**config.mk**
```make
export PLATFORM = sky130hd
export DESIGN_NAME = compat_mode_trace_trap_unit
export DESIGN_NICKNAME = d
export VERILOG_FILES = /design/src/rtl/compat_trace_pkg.sv /design/src/rtl/compat_mode_trace_trap_unit.sv
export VERILOG_INCLUDE_DIRS = /design/src /design/src/rtl
export SDC_FILE = /design/constraint.sdc
export NUM_CORES = 1
export LEC_CHECK = 0
export ABC_AREA = 0
export BUFFER_PORTS_ARGS = -buffer_cell sky130_fd_sc_hd__buf_4
export CAP_MARGIN = 20
export CORE_MARGIN = 8
export CORE_UTILIZATION = 44
export DETAILED_ROUTE_END_ITERATION = 7
export PLACE_DENSITY = 0.78
export RECOVER_POWER = 100
export SLEW_MARGIN = 20
export SYNTH_ARGS = -nofsm -noshare
export SYNTH_HDL_FRONTEND = slang
export SYNTH_SLANG_ARGS = --single-unit
export TNS_END_PERCENT = 20
```
**constraint.sdc**
```tcl
create_clock -name ref_clk -period 1.54 [get_ports ref_clk]
set_input_delay 0.154 -clock ref_clk [delete_from_list [all_inputs] [get_ports ref_clk]]
set_output_delay 0.154 -clock ref_clk [all_outputs]
set_load 0.1 [all_outputs]
```
**src/rtl/compat_trace_cfg.svh**
```systemverilog
`ifndef COMPAT_TRACE_CFG_SVH
`define COMPAT_TRACE_CFG_SVH

// Bit positions inside the stacked status longword.
`define FRAME_CM_BIT      31
`define FRAME_TP_BIT      30
`define FRAME_IS_BIT      26
`define FRAME_IPL_LSB     16
`define FRAME_T_BIT       4
`define FRAME_CC_LSB      0

// Values forced into the stacked status longword on a trace fault.
`define FRAME_IPL_VALUE   5'h00
`define FRAME_IS_VALUE    1'b0
`define FRAME_CM_VALUE    1'b1

// Shared trace-fault vector offset, same as the native one.
`define TRACE_VECTOR      16'h0028

// Status word bits visible to compatibility code.
`define PSW_VISIBLE_MASK  16'h001f

// Reset values.
`define RESET_WORD        32'h00000000
`define RESET_HALF        16'h0000

`endif

```
**src/rtl/compat_trace_pkg.sv**
```systemverilog
package compat_trace_pkg;

  typedef struct packed {
    logic       compat;
    logic       tracePend;
    logic       onIntStack;
    logic [4:0] interrupt_priority_level;
    logic       trace;
    logic [3:0] cc;
  } psl_t;

  typedef enum logic [1:0] {
    ST_IDLE = 2'b00,
    ST_PSL  = 2'b01,
    ST_PC   = 2'b10,
    ST_VEC  = 2'b11
  } trap_state_t;

endpackage

```
**src/rtl/compat_mode_trace_trap_unit.sv**
```systemverilog
// What this block does
// RL1: Trace fault when trace set at prior start.
// RL2: Push two longwords: status then program counter.
// RL3: Stacked level and stack flag zero, compat one.
// RL4: Use the native trace-fault vector.
// RL5: Odd fetch abort beats the trace fault.
// RL6: Compat returns with stacked trace arm one-instruction trace.
// RL7: Exception return with trace, compat, no pending arms trace.
// RL8: No stack overflow trap in compat mode.
// RL9: No double-error trap in compat mode.
// RL10: Power, parity, memory-management traps enter native mode.
// RL11: I/O space references are flagged, results undefined.
// RL12: Only part of status word visible, via few insns.
// RL13: Interlock modify cycles to I/O registers, never memory.
// RL14: Freshly written code flushes prefetch, no sync needed.
// RL15: Trace sampled into pending state, consumed at fault.
`timescale 1ns/100ps
`include "compat_trace_cfg.svh"

module compat_mode_trace_trap_unit (
  input  wire logic                     ref_clk,
  input  wire logic                     rst,
  input  wire logic                     insnStart,
  input  wire logic [31:0]              pcIn,
  input  wire compat_trace_pkg::psl_t   processor_status_longword,
  input  wire logic [15:0]              pswWordIn,
  input  wire logic                     retCompat,
  input  wire logic                     retStackedTrace,
  input  wire logic                     excReturn,
  input  wire compat_trace_pkg::psl_t   excReturnPsl,
  input  wire logic                     oddFetchAbort,
  input  wire logic                     powerFail,
  input  wire logic                     memParity,
  input  wire logic                     memMgmt,
  input  wire logic                     ioRef,
  input  wire logic                     ccInsn,
  input  wire logic                     rmwRead,
  input  wire logic                     rmwTargetIo,
  input  wire logic                     rmwWrite,
  input  wire logic                     insnWrite,
  output logic                          traceFault,
  output logic                          pushValid,
  output logic [31:0]                   pushData,
  output logic                          vectorValid,
  output logic [15:0]                   vectorOffset,
  output logic                          enterNative,
  output logic                          ioUnpredictable,
  output logic                          busLock,
  output logic                          prefetchFlush,
  output logic [15:0]                   pswVisible,
  output logic                          tracePending,
  output logic                          busy
);
  import compat_trace_pkg::*;

  ////////////////////////////////////////////////////////////////////////////////
  // Builds the status longword stacked on a trace fault.
  function automatic logic [31:0] buildFrame(input psl_t p);
    logic [31:0] w;
    w = `RESET_WORD;
    w[`FRAME_CM_BIT] = `FRAME_CM_VALUE; // RL3
    w[`FRAME_TP_BIT] = 1'b0;
    w[`FRAME_IS_BIT] = `FRAME_IS_VALUE; // RL3
    w[`FRAME_IPL_LSB +: 5] = `FRAME_IPL_VALUE; // RL3
    w[`FRAME_T_BIT] = p.trace;
    w[`FRAME_CC_LSB +: 4] = p.cc;
    return w;
  endfunction

  ////////////////////////////////////////////////////////////////////////////////
  trap_state_t state;
  trap_state_t next_state;
  logic        armed;
  logic        next_armed;
  logic [31:0] savedPsl;
  logic [31:0] next_savedPsl;
  logic [31:0] savedPc;
  logic [31:0] next_savedPc;
  logic        next_traceFault;
  logic        next_pushValid;
  logic [31:0] next_pushData;
  logic        next_vectorValid;
  logic [15:0] next_vectorOffset;
  logic        next_enterNative;
  logic        next_ioUnpredictable;
  logic        next_busLock;
  logic        next_prefetchFlush;
  logic [15:0] next_pswVisible;
  logic        next_tracePending;
  logic        next_busy;

  always_comb begin
    next_state           = state;
    next_armed           = armed;
    next_savedPsl        = savedPsl;
    next_savedPc         = savedPc;
    next_traceFault      = 1'b0;
    next_pushValid       = 1'b0;
    next_pushData        = `RESET_WORD;
    next_vectorValid     = 1'b0;
    next_vectorOffset    = vectorOffset;
    next_enterNative     = 1'b0;
    next_ioUnpredictable = 1'b0;
    next_busLock         = busLock;
    next_prefetchFlush   = 1'b0;
    next_pswVisible      = pswVisible;
    next_tracePending    = tracePending;
    next_busy            = (state != ST_IDLE);

    // Compat returns with a stacked trace bit, and exception returns with trace and compat set and no trace pending, arm tracing of one instruction.
    if (processor_status_longword.compat && retCompat && retStackedTrace) begin
      next_armed = 1'b1; // RL6
    end
    if (excReturn && excReturnPsl.trace && excReturnPsl.compat && !excReturnPsl.tracePend) begin
      next_armed = 1'b1; // RL7
    end

    case (state)
      ST_IDLE: begin
        if (insnStart) begin
          if (oddFetchAbort) begin
            next_tracePending = 1'b0; // RL5
            next_armed        = 1'b0;
            next_enterNative  = 1'b1;
          end else if (tracePending) begin
            next_traceFault   = 1'b1; // RL1
            next_tracePending = 1'b0; // RL15
            next_savedPsl     = buildFrame(processor_status_longword);
            next_savedPc      = pcIn;
            next_enterNative  = 1'b1;
            next_busy         = 1'b1;
            next_state        = ST_PSL;
          end else begin
            next_tracePending = processor_status_longword.trace | armed; // RL15
            next_armed        = 1'b0;
          end
        end
      end
      ST_PSL: begin
        next_pushValid = 1'b1; // RL2
        next_pushData  = savedPsl;
        next_busy      = 1'b1;
        next_state     = ST_PC;
      end
      ST_PC: begin
        next_pushValid = 1'b1; // RL2
        next_pushData  = savedPc;
        next_busy      = 1'b1;
        next_state     = ST_VEC;
      end
      ST_VEC: begin
        next_vectorValid  = 1'b1;
        next_vectorOffset = `TRACE_VECTOR; // RL4
        next_busy         = 1'b0;
        next_state        = ST_IDLE;
      end
      default: begin
        next_state = ST_IDLE;
      end
    endcase

    // Stack overflow and double errors raise nothing here; a power-fail, parity or
    // memory-management error in compat mode forces the native-mode switch below.
    if (processor_status_longword.compat && (powerFail || memParity || memMgmt)) begin
      next_enterNative = 1'b1; // RL10 RL9 RL8
    end

    if (processor_status_longword.compat && ioRef) begin
      next_ioUnpredictable = 1'b1; // RL11
    end

    if (processor_status_longword.compat && (ccInsn || retCompat)) begin
      next_pswVisible = pswWordIn & `PSW_VISIBLE_MASK; // RL12
    end else if (!processor_status_longword.compat) begin
      next_pswVisible = `RESET_HALF; // RL12
    end

    // Lock is held from the modify read to its write, only for I/O registers.
    if (rmwWrite) begin
      next_busLock = 1'b0; // RL13
    end
    if (processor_status_longword.compat && rmwRead && rmwTargetIo) begin
      next_busLock = 1'b1; // RL13
    end

    if (processor_status_longword.compat && insnWrite) begin
      next_prefetchFlush = 1'b1; // RL14
    end
  end

  always_ff @(posedge ref_clk) begin
    if (rst) begin
      state           <= ST_IDLE;
      armed           <= 1'b0;
      savedPsl        <= `RESET_WORD;
      savedPc         <= `RESET_WORD;
      traceFault      <= 1'b0;
      pushValid       <= 1'b0;
      pushData        <= `RESET_WORD;
      vectorValid     <= 1'b0;
      vectorOffset    <= `RESET_HALF;
      enterNative     <= 1'b0;
      ioUnpredictable <= 1'b0;
      busLock         <= 1'b0;
      prefetchFlush   <= 1'b0;
      pswVisible      <= `RESET_HALF;
      tracePending    <= 1'b0;
      busy            <= 1'b0;
    end else begin
      state           <= next_state;
      armed           <= next_armed;
      savedPsl        <= next_savedPsl;
      savedPc         <= next_savedPc;
      traceFault      <= next_traceFault;
      pushValid       <= next_pushValid;
      pushData        <= next_pushData;
      vectorValid     <= next_vectorValid;
      vectorOffset    <= next_vectorOffset;
      enterNative     <= next_enterNative;
      ioUnpredictable <= next_ioUnpredictable;
      busLock         <= next_busLock;
      prefetchFlush   <= next_prefetchFlush;
      pswVisible      <= next_pswVisible;
      tracePending    <= next_tracePending;
      busy            <= next_busy;
    end
  end

endmodule

```
==> summary.txt <==
Yosys
  • Count leader, synth: dfxtp_1
  • Number of synthesized register bits: 88
  • Synth area leaders: dfxtp_1 (57%), nand2_1 (9.9%), a21oi_1 (7.6%), buf_4 (7.0%), and2_1 (5.2%)
  • Count of cell types in the netlist: 31
  • Post-Syn Area: roughly 3100 µm²
  • Sequential-to-total area share from yosys stat: 0.567
  • Compound-cell area share of the yosys netlist: 0.114
  • Async SR Flop Fraction: 0
  • Post-synth top area cell: dfxtp_1
  • YS warnings: 0
  • Simple-gate portion of the synthesized area: 0.198
  • Post-Synth XOR/XNOR Area: 0
  • Post-synthesis mux area share: 0
  • Main synth FF type: dfxtp_1
  • Syn_area_per_cell: 9.11 µm²
  • Post-synthesis adder-cell area fraction: 0.0161
  • Synth top area share: 0.567
  • Main combinational cell family by area after synthesis: simple AND/OR/NAND/NOR gates
  • Syn Inst Count: between 300 and 400
  • Number of synthesized flops with an enable pin: 0
  • Commonest cells in the synthesized netlist: dfxtp_1 (88), nand2_1 (82), a21oi_1 (47)

Route
  • Post-route DRC: 0
  • DR iter-0 viols: between 70 and 80
  • First-pass iteration count of the detailed router: 4
  • WL per Instance: 13.3 µm
  • Total routed wirelength: roughly 7.3 mm
  • Post-DR vias/cell: 4.60
  • Antenna Nets Post-Route: 0
  • Via Count: 2530

Timing
  • Max Clk Rate: 703 MHz
  • Crit path time final: 1420 ps
  • Max Slew Vio Count: 0
  • Period utilisation layout: 0.923
  • Setup TNS: 0 ps
  • Worst slew pin tran: 624 ps
  • Final Setup Violations: 0
  • Final hold viol count: 0
  • Slew HR: 0.584
  • RSZ-0062 raised after global routing: false
  • Worst Skew: 11.9 ps

Final layout
  • Fin nets: 543
  • Layout cells sized above 1: 0.295
  • ANT cells: 0
  • Multi-input gate area: 1130 µm²
  • Design Area, Final: 3980 µm²
  • Final cell count without fillers: 550
  • Register area: 1760 µm²
  • Filler cells: 634
  • Post-layout util: 0.583
  • Area added between synthesis and finish: 28.3%

Global route
  • Vias in the first global route: 2572
  • First-pass GRT wire length: 11.5 mm
  • GR Util All Layers: 0.142
  • Grt peak-use layer: met2
  • GRT met1 Usage: 0.157
  • GR Layer Usage met2: 0.230
  • Antenna violations before repair: 0
  • Pin count of the biggest net entering global routing: 40
  • Met3 Use GR: 0.0581
  • GRT overflow: 0

Die
  • IO Pins: 163
  • Core Area: 6830 µm²
  • Die area: 10000 µm²
  • Rows: 30
  • Die Span Y: 100 µm
  • Initial Util: 0.455
  • Die Wd: 100 µm

CTS
  • Cts-stage hold buffer count: 0
  • H-tree Lvls: 3
  • CTS Buf Count: 9
  • Clk buf depth: 2
  • Num Clock Sinks: 88
  • CTS clock-pin slew for the worst setup and hold paths: roughly 90 ps
  • CTS tree: yes
  • Root Driver: clkbuf_8
  • Clock latency on the worst-skew pair: 350 ps

Power
  • Static Leakage: 1.73 nW
  • Power per cell area: 1170 nW/µm²
  • VDD IR max: 613 µV

Hold path
  • Hold EP: prefetchFlush
  • Worst Hold Class: input pin to register
  • Hold path startpoint: insnWrite
  • Hold path depth: 2

Placement
  • Detail Placement HPWL: 5.28 mm
  • RePlAce Congestion: 0.706
  • Placed insts: 533
  • Port-buffer cells: 109
  • Area of placed instances: 3910 µm²

Worst setup path
  • Crit path max fanout: 19
  • Worst Setup Start Kind: register
  • Kind of critical path: register to register
  • RR Endpoint: savedPc[10]
  • Internal reg-to-reg setup slack: 120 ps
  • Critical path arrival: 1690 ps
  • RR Startpoint: state[0]
  • Required time of the critical path: 1810 ps
  • R2R depth: 6
  • Crit end category: register

Run
  • Total of max-cap violations: 0

Status
  • Outcome: completed
[worst max path at each step]
stage,slack [ps],cells after the start,start,endpoint
after floorplan,10,1,vectorOffset[3],vectorOffset[5]
after global placement,90,4,state[0],pushData[16]
after detailed placement,60,4,state[0],pushData[15]
after CTS,30,4,state[0],pushData[30]
after global routing,7,6,state[0],savedPc[30]
final,120,6,state[0],savedPc[10]
[per-layer routing]
layer | vias to the layer above | routed length (µm)
met1 | 1144 | 3190
met2 | 104 | 3270
met3 | 12 | 675
met4 | 0 | 193
met5 | - | 0
li1 | 1270 | -
[layout make-up]
| class | instances | share of cell area |
|---|---|---|
| Multi-Input combinational cell | 228 | 0.283 |
| Clock inverter | 6 | 0.0107 |
| Sequential cell | 88 | 0.443 |
| Tap cell | 96 | 0.0302 |
| Timing Repair Buffer | 117 | 0.194 |
| Inverter | 5 | 0.00471 |
| Clock buffer | 10 | 0.0345 |
[flip-flops by register name (all words and copies together), names as in the netlist, 2 cells and up]
register,flops
pswVisible,5
pushData,32
savedPc,32
savedPsl,6
state,2
[placed cells by master (no fill, tap or decap), types with 2 or more instances in the layout]
| cell type | n |
|---|---|
| dfxtp_1 | 87 |
| inv_1 | 5 |
| nor2_1 | 14 |
| and2_0 | 3 |
| clkbuf_8 | 10 |
| nand2_1 | 82 |
| and2_1 | 23 |
| clkinv_2 | 2 |
| a22oi_1 | 6 |
| a21oi_1 | 47 |
| buf_12 | 2 |
| clkbuf_2 | 49 |
| conb_1 | 25 |
| a311oi_1 | 2 |
| nand2b_1 | 2 |
| o21ai_0 | 5 |
| and3_1 | 2 |
| buf_4 | 62 |
| ha_1 | 3 |
| clkbuf_1 | 3 |
| clkinvlp_4 | 2 |
| inv_6 | 2 |
[worst max-delay path: stages, from the launching register on]
cell and delay [ps]:
dfxtp_1 340, inv_1 140, ha_4 180, and4b_2 290
buf_6 220, nand2_1 80, a21oi_1 110
[cells by family after synthesis]
kind of cell / Yosys count
AO/OA/AOI/OAI: 64
buffers and inverters: 49
flip-flops: 88
AND/OR/NAND/NOR: 135
other: 1
adder cells (fa/ha/maj): 4
[stage by stage]
step	hold WS, ps	total power [mW]	worst slack [ps]
2_1_floorplan	290	3.07	12.2
3_3_place_gp	388	3.24	86.7
3_5_place_dp	393	3.25	55.3
4_1_cts	28.5	4.68	31.2
5_1_grt	27.4	4.84	7.47
6_report	43.3	4.65	118
[power breakdown]
group	internal, mW	switching (mW)	leakage [nW]
sequential	2.33	0.0280	0.711
combinational	0.215	0.630	0.933
clock	0.636	0.815	0.0891
total	3.18	1.47	1.73
[timing repair]
action,CTS,global route
endpoints found under the setup margin,0,64
gates resized for setup,0,4
setup buffers,0,0
No activity file was read; power rests on OpenSTA's default activity.
